## config.mk

```make
export PLATFORM = sky130hd
export DESIGN_NAME = pevic_top
export DESIGN_NICKNAME = d
export VERILOG_FILES = /design/src/hdl/pevic_pkg.sv /design/src/hdl/pevic_evt_if.sv /design/src/hdl/pevic_flags.sv /design/src/hdl/pevic_top.sv
export SDC_FILE = /design/constraint.sdc
export NUM_CORES = 1
export LEC_CHECK = 0
export BUFFER_PORTS_ARGS = -buffer_cell sky130_fd_sc_hd__clkbuf_2
export CAP_MARGIN = 0
export CORE_MARGIN = 2
export CORE_UTILIZATION = 44
export CTS_CLUSTER_SIZE = 40
export DETAILED_ROUTE_END_ITERATION = 8
export PLACE_DENSITY = 0.91
export SLEW_MARGIN = 20
export SYNTH_ARGS = -nofsm -noshare
export SYNTH_HDL_FRONTEND = slang
export SYNTH_SLANG_ARGS = --single-unit
```

## constraint.sdc

```tcl
create_clock -name pclk -period 3.3 [get_ports pclk]
set_clock_uncertainty 0.15 [all_clocks]
set_input_delay 0.495 -clock pclk [delete_from_list [all_inputs] [get_ports pclk]]
set_output_delay 0.495 -clock pclk [all_outputs]
set_load 0.01 [all_outputs]
```

## src/hdl/pevic_pkg.sv

```systemverilog
package pevic_pkg;

   // Register indices and byte addresses. The indices are not all multiples of four, so each
   // register takes one aligned word and its byte address is four times its index.
   localparam logic [7:0]  CTRL_IDX        = 8'h11;
   localparam logic [7:0]  STAT_IDX        = 8'h12;
   localparam logic [11:0] CTRL_ADDR       = 12'h044;
   localparam logic [11:0] STAT_ADDR       = 12'h048;
   localparam logic [11:0] EVT_ADDR        = 12'h080;

   // Control register fields.
   localparam int          CTRL_COL_FD     = 4;
   localparam int          CTRL_POL        = 3;
   localparam int          CTRL_TEST       = 2;
   localparam int          CTRL_GEN        = 1;
   localparam int          CTRL_OE         = 0;
   localparam logic [4:0]  CTRL_RST        = 5'h08;
   localparam logic [4:0]  CTRL_WMASK      = 5'h1f;

   // Status register fields: flags at 13:8, enables at 5:0.
   localparam int          STAT_FLAG_LSB   = 8;
   localparam int          NUM_EVT         = 6;
   localparam logic [5:0]  EN_RST          = 6'h00;

   // Event order, bit 5 down to bit 0.
   localparam int          EV_LINK         = 5;
   localparam int          EV_SPEED        = 4;
   localparam int          EV_DUPLEX       = 3;
   localparam int          EV_ANEG         = 2;
   localparam int          EV_FC_HF        = 1;
   localparam int          EV_RE_HF        = 0;

   // Half-full thresholds of the two counters.
   localparam logic [7:0]  FC_HALF         = 8'h7f;
   localparam logic [15:0] RE_HALF         = 16'h7fff;

endpackage : pevic_pkg

```

## src/hdl/pevic_evt_if.sv

```systemverilog
`timescale 1ns/10ps
interface pevic_evt_if;
   logic [5:0] pulse;
   logic [5:0] flags;
   logic       clear;
   modport src (output pulse, output clear, input flags);
   modport dst (input pulse, input clear, output flags);
endinterface : pevic_evt_if

```

## src/hdl/pevic_flags.sv

```systemverilog
`timescale 1ns/10ps
module pevic_flags (
   input  wire logic pclk,
   input  wire logic presetn,
   pevic_evt_if.dst  evt
);

   logic [5:0] flag_q;
   logic [5:0] flag_d;

   // A new event wins over a read clear in the same cycle, so it is never lost.
   assign flag_d    = (evt.clear ? 6'h00 : flag_q) | evt.pulse;
   assign evt.flags = flag_q;

   always_ff @(posedge pclk or negedge presetn) begin
      if (!presetn) begin
         flag_q <= 6'h00;
      end else begin
         flag_q <= flag_d;
      end
   end

endmodule : pevic_flags

```

## src/hdl/pevic_top.sv

```systemverilog
`timescale 1ns/10ps
module pevic_top #(
   parameter int FC_WIDTH = 8,
   parameter int RE_WIDTH = 16
) (
   input  wire logic                pclk,
   input  wire logic                presetn,
   input  wire logic                psel,
   input  wire logic                penable,
   input  wire logic                pwrite,
   input  wire logic [11:0]         paddr,
   input  wire logic [31:0]         pwdata,
   input  wire logic [3:0]          pstrb,
   output logic      [31:0]         prdata,
   output logic                     pready,
   output logic                     pslverr,
   input  wire logic                link_up,
   input  wire logic                speed_100,
   input  wire logic                full_duplex,
   input  wire logic                aneg_done,
   input  wire logic [FC_WIDTH-1:0] false_carrier_counter,
   input  wire logic [RE_WIDTH-1:0] receive_error_counter,
   input  wire logic                collision_raw,
   output logic                     collision_out,
   input  wire logic                irq_or_powerdown_pin_i,
   output logic                     irq_or_powerdown_pin_o,
   output logic                     irq_or_powerdown_pin_oe,
   output logic                     powerdown_req
);

   ////////////////////////////////////////////////////////////////////////////////////////////////

   logic [4:0]  ctrl_q;
   logic [5:0]  en_q;
   logic        link_q;
   logic        speed_q;
   logic        duplex_q;
   logic        aneg_q;
   logic        fc_over_q;
   logic        re_over_q;
   logic        started_q;
   logic [31:0] prdata_q;
   logic        pready_q;
   logic        pslverr_q;
   logic        pin_o_q;
   logic        pin_oe_q;
   logic        pwdn_q;
   logic        col_q;

   pevic_evt_if evt ();

   pevic_flags u_flags (
      .pclk    (pclk),
      .presetn (presetn),
      .evt     (evt)
   );

   ////////////////////////////////////////////////////////////////////////////////////////////////
   // Bus decode. The slave answers in the first access cycle, so there are no wait states.

   wire        setup    = psel && !penable;
   wire        access   = psel && penable;
   wire        hit_ctrl = (paddr == pevic_pkg::CTRL_ADDR);
   wire        hit_stat = (paddr == pevic_pkg::STAT_ADDR);
   wire        mapped   = hit_ctrl || hit_stat;
   wire        wr_ok    = access && pwrite && mapped && pready_q;
   wire        wr_ctrl  = wr_ok && hit_ctrl && pstrb[0];
   wire        wr_stat  = wr_ok && hit_stat && pstrb[0];
   wire        rd_stat  = setup && !pwrite && hit_stat;

   // Low byte of the write data only; reserved bits are dropped here.
   wire [4:0]  ctrl_d   = pwdata[4:0] & pevic_pkg::CTRL_WMASK;
   wire [5:0]  en_d     = pwdata[5:0];

   wire [31:0] ctrl_rd  = {27'h0000000, ctrl_q};
   wire [31:0] stat_rd  = {16'h0000, 2'h0, evt.flags, 2'h0, en_q};
   wire [31:0] rd_mux   = hit_ctrl ? ctrl_rd : (hit_stat ? stat_rd : 32'h00000000);

   ////////////////////////////////////////////////////////////////////////////////////////////////
   // Event detection. In the first cycle after reset the link, speed, duplex and autoneg events only capture their levels, to avoid a false change.

   wire        fc_over  = false_carrier_counter > FC_WIDTH'(pevic_pkg::FC_HALF);
   wire        re_over  = receive_error_counter > RE_WIDTH'(pevic_pkg::RE_HALF);

   assign evt.pulse[pevic_pkg::EV_LINK]   = started_q && (link_up != link_q);
   assign evt.pulse[pevic_pkg::EV_SPEED]  = started_q && (speed_100 != speed_q);
   assign evt.pulse[pevic_pkg::EV_DUPLEX] = started_q && (full_duplex != duplex_q);
   assign evt.pulse[pevic_pkg::EV_ANEG]   = started_q && aneg_done && !aneg_q;
   assign evt.pulse[pevic_pkg::EV_FC_HF]  = fc_over && !fc_over_q;
   assign evt.pulse[pevic_pkg::EV_RE_HF]  = re_over && !re_over_q;

   // Reading the status clears the flags; the read data is sampled in the setup cycle.
   assign evt.clear = rd_stat;

   ////////////////////////////////////////////////////////////////////////////////////////////////
   // Pin behaviour.

   wire        ev_irq   = ctrl_q[pevic_pkg::CTRL_GEN] && |(evt.flags & en_q);
   wire        irq_cond = ctrl_q[pevic_pkg::CTRL_TEST] || ev_irq;
   wire        pin_oe_d = ctrl_q[pevic_pkg::CTRL_OE];
   // Polarity one means idle high and active low.
   wire        pin_o_d  = ctrl_q[pevic_pkg::CTRL_POL] ? !irq_cond : irq_cond;
   // In power-down mode the pin is an input; its active level is taken as low.
   wire        pwdn_d   = !pin_oe_d && !irq_or_powerdown_pin_i;
   wire        col_d    = collision_raw && (!full_duplex || ctrl_q[pevic_pkg::CTRL_COL_FD]);

   ////////////////////////////////////////////////////////////////////////////////////////////////

   always_ff @(posedge pclk or negedge presetn) begin
      if (!presetn) begin
         ctrl_q <= pevic_pkg::CTRL_RST;
         en_q   <= pevic_pkg::EN_RST;
      end else begin
         if (wr_ctrl) begin
            ctrl_q <= ctrl_d;
         end
         if (wr_stat) begin
            en_q <= en_d;
         end
      end
   end

   always_ff @(posedge pclk or negedge presetn) begin
      if (!presetn) begin
         prdata_q  <= 32'h00000000;
         pready_q  <= 1'b0;
         pslverr_q <= 1'b0;
      end else begin
         pready_q  <= setup;
         pslverr_q <= setup && !mapped;
         if (setup && !pwrite) begin
            prdata_q <= rd_mux;
         end
      end
   end

   always_ff @(posedge pclk or negedge presetn) begin
      if (!presetn) begin
         started_q <= 1'b0;
         link_q    <= 1'b0;
         speed_q   <= 1'b0;
         duplex_q  <= 1'b0;
         aneg_q    <= 1'b0;
         fc_over_q <= 1'b0;
         re_over_q <= 1'b0;
      end else begin
         started_q <= 1'b1;
         link_q    <= link_up;
         speed_q   <= speed_100;
         duplex_q  <= full_duplex;
         aneg_q    <= aneg_done;
         fc_over_q <= fc_over;
         re_over_q <= re_over;
      end
   end

   always_ff @(posedge pclk or negedge presetn) begin
      if (!presetn) begin
         pin_o_q  <= 1'b1;
         pin_oe_q <= 1'b0;
         pwdn_q   <= 1'b0;
         col_q    <= 1'b0;
      end else begin
         pin_o_q  <= pin_o_d;
         pin_oe_q <= pin_oe_d;
         pwdn_q   <= pwdn_d;
         col_q    <= col_d;
      end
   end

   assign prdata                  = prdata_q;
   assign pready                  = pready_q;
   assign pslverr                 = pslverr_q;
   assign irq_or_powerdown_pin_o  = pin_o_q;
   assign irq_or_powerdown_pin_oe = pin_oe_q;
   assign powerdown_req           = pwdn_q;
   assign collision_out           = col_q;

endmodule : pevic_top

```

==> run summary <==
STA classifies the critical path endpoint as a register. The clock passes through at most 2 buffers. The quantity of I/O buffers inserted on ports is 49. The first global-routing pass estimated 5368 µm of wire. The number of cells on the worst reg-to-reg path is 3.

The total half-perimeter wirelength after legalization and detailed placement is 2521 µm. The run gives 16.86% as the aggregate global-route resource usage. STA classifies the critical path startpoint as a primary input. The largest net degree at the start of global routing is 43, and the gate count of the mapped netlist is 140. TritonCTS built the clock tree. For the total congestion overflow after global routing, the log shows 0. For this design the static power due to leakage is 0.001086 µW. After the first detailed-routing iteration, the DRC count stood at 64. Static timing analysis puts the maximum clock frequency at 0.4368 GHz.

The post-route minimum period was 2.290 ns; the pre-CTS worst setup slack was 0.7098 ns. For the number of buffers created by CTS, the log shows 5. At the pin with the least slew margin, the transition time is 0.8885 ns.

Clock latency on the worst-skew pair, taken at its later pin, is 0.29 ns. The detail route stage leaves a number of antenna-violating nets equal to 0. For this run, design rule violations remaining after detail routing come to 0. The number of buffers inserted to repair setup after CTS was 0. CTS placed an instance of clkbuf_8 at the clock tree root.

Clock-pin slew was measured on the worst setup and hold paths at 0.07 ns. The category of the critical setup timing path is primary input to register. After synthesis, the netlist uses 30 different library cells. Summing over every cut layer, the via total after detailed routing is 1192. The logs give 0 for the final number of max-transition violations and 2009 µm² for the instance area after placement.

The tree built by TritonCTS fans out to 42 sinks. After synthesis the netlist holds a flip-flop and latch count of 42. The tools report the post-route cell area as 2090 µm².

Leaving out fill and tap cells, the most frequent cell in the layout is clkbuf_2. In the detailed route, the total length drawn on met3 is 213 µm. The flow ran to the end, and the final reports show no timing, DRC or antenna violations. The path class of the lowest-slack min-delay path was primary input to asynchronous set/reset pin.

The hold violation count in the final report was 0; the Yosys warning count was 0. Measured along the x axis, the die boundary spans 67.68 µm. Using the TritonRoute via totals, the vias-per-cell ratio works out to 4.926. Routability-driven placement finished with a final weighted congestion of 0.7522. The net count reported at finish is 274. The number of max-cap violations is 0. Cells with a size suffix above 1 make up 40.10% of the layout.

The core region is 3943 µm². Synthesis-to-layout area growth: 17.11%. The run gives 40.77% as the relative slew slack.

Before antenna repair, the detailed router went through 4 iterations. Counting the fill cells in the layout gives 367. In this run the biggest area consumer among cell types represents 56.10% of the synthesized area.

In the layout the commonest cells are clkbuf_2, dfrtp_1, conb_1, a22o_1. After synthesis, the cell types taking the most area are dfrtp_1, buf_4, mux2_2, a22o_1, a22oi_1. The die area was 4581 µm². Of all cell types, the one taking the most synthesized area is dfrtp_1.

Once the clock tree was built, the resizer swapped 0 gates to a different size. The effective utilization at floorplan came out at 45.26%. In this run the core area contains 23 standard-cell rows. In the final routing, the length of wire on met1 measures 1494 µm.

The average instance in the mapped netlist occupies 12.74 µm². The area taken by multi-input logic gates came out at 621.8 µm². The number of antenna violations at the first check in global routing is 0, and the final clock period utilization by the worst path is 69.38%. In this run the count of I/O pins placed on the die edge is 121. In the detailed route, the total length drawn on met2 is 1627 µm. Adding up every negative setup slack in the final design gives 0 ns. The run gives 1.010 ns as the setup slack of the critical path after layout.

Maximum fanout encountered on the critical timing path: 5. Post-synthesis instance area: 1784 µm². The detail-routed net length per standard cell is 14.01 µm, and the number of H-tree branching levels is 2. The tools report the number of global-route vias before repair as 1117. Across the whole layout, storage elements account for 1054 µm². On the final layout, the worst hold slack is 0.1725 ns. For this design the ratio of total power to cell area is 426.8 nW/µm². Post-detailed-routing wire length: 3391 µm.

Data on the critical path arrives at its endpoint at 2.32 ns. The highest metal layer carrying signal wires in the routed design is met4. The design draws 891.8 µW. Setup violations remaining at the end of the flow were counted as 0. Setup repair after global routing left no endpoint under its margin.

The run gives 194.4 µV as the maximum VDD drop. For the number of buffers added to fix hold violations after cts, the log shows 0. For the critical path data required time, the log shows 3.33 ns.

From bottom edge to top edge, the die measures 67.68 µm. The number of antenna diodes in the final layout is 0. The share of the Yosys chip area taken by registers is 59.05%.
[report_power, final]
part / total, µW / internal, µW / switching [µW]
sequential: 524 / 522 / 3.00
clock: 310 / 150 / 160
combinational: 57.2 / 20.9 / 36.3
total: 892 / 693 / 199
[worst max-delay path: stages]
cell and delay, ns:
clkbuf_2 0.07, or4b_1 0.58, or2_4 0.29, nor3_2 0.48
mux2_2 0.39
[sequential cells by signal (all words and copies together), names as in the netlist, 5 cells and up]
| register | flops |
|---|---|
| u_flags.evt.flags | 6 |
| en_q | 6 |
| prdata | 12 |
| ctrl_q | 5 |
[metal layers]
metal,up-vias,GRT usage [%]
li1,554,-
met1,586,21.02
met2,46,26.59
met3,6,6.000
met4,0,6.888
met5,-,0
[stage by stage]
stage | utilization [%] | instances
after detailed placement | 50.97 | 234
after global routing | 53.00 | 242
after CTS | 53.00 | 242
after global placement | 50.97 | 234
final | 53.00 | 242
after floorplan | - | 159
[final timing paths]
| path | from | end | slack [ns] |
|---|---|---|---|
| max in group asynchronous | presetn | fc_over_q$_DFF_PN0_ | 2.26 |
| max reg2reg | pready$_DFF_PN0_ | ctrl_q[1]$_DFFE_PN0P_ | 1.69 |
| max | paddr[5] | ctrl_q[1]$_DFFE_PN0P_ | 1.01 |
| min in group pclk | aneg_done | aneg_q$_DFF_PN0_ | 0.18 |
| min reg2reg | aneg_q$_DFF_PN0_ | u_flags.evt.flags[2]$_DFF_PN0_ | 0.26 |
| min | presetn | prdata[0]$_DFFE_PN0P_ | 0.17 |
[cells in the mapped netlist]
| library cell | instances |
|---|---|
| o2bb2ai_1 | 1 |
| or4b_1 | 1 |
| dfstp_2 | 2 |
| nor2b_1 | 1 |
| xor2_1 | 3 |
| a21oi_1 | 1 |
| a22oi_1 | 8 |
| o41a_1 | 1 |
| or3_1 | 1 |
| or3b_2 | 1 |
| or4_4 | 1 |
| conb_1 | 2 |
| clkbuf_1 | 4 |
| a22o_1 | 12 |
| nor3_4 | 1 |
| inv_1 | 3 |
| xnor2_1 | 2 |
| or4b_2 | 2 |
| and3_1 | 1 |
| nor3_2 | 1 |
| a21boi_0 | 1 |
| or2_4 | 1 |
| buf_2 | 2 |
| nand3_1 | 2 |
| mux2_2 | 11 |
| nor4_1 | 2 |
| nor2_1 | 1 |
| dfrtp_1 | 40 |
| nand2_1 | 11 |
| buf_4 | 20 |
[cells by family after synthesis]
group / Yosys count / share of synthesized area (%)
mux: 11 / 6.943
other cells: 2 / 0.4209
buf+inv: 29 / 10.45
compound gates: 24 / 11.08
flops: 42 / 59.05
simple gates: 27 / 9.608
xor+xnor: 5 / 2.455
[cell type report]
| class | instances | area share, % |
|---|---|---|
| Clock buffer | 8 | 3.832 |
| Tap cell | 50 | 2.994 |
| Inverter | 3 | 0.5389 |
| Sequential cell | 42 | 50.42 |
| Multi-Input combinational cell | 88 | 29.76 |
| Timing Repair Buffer | 51 | 12.46 |
Power figures use the tool's default switching activity.
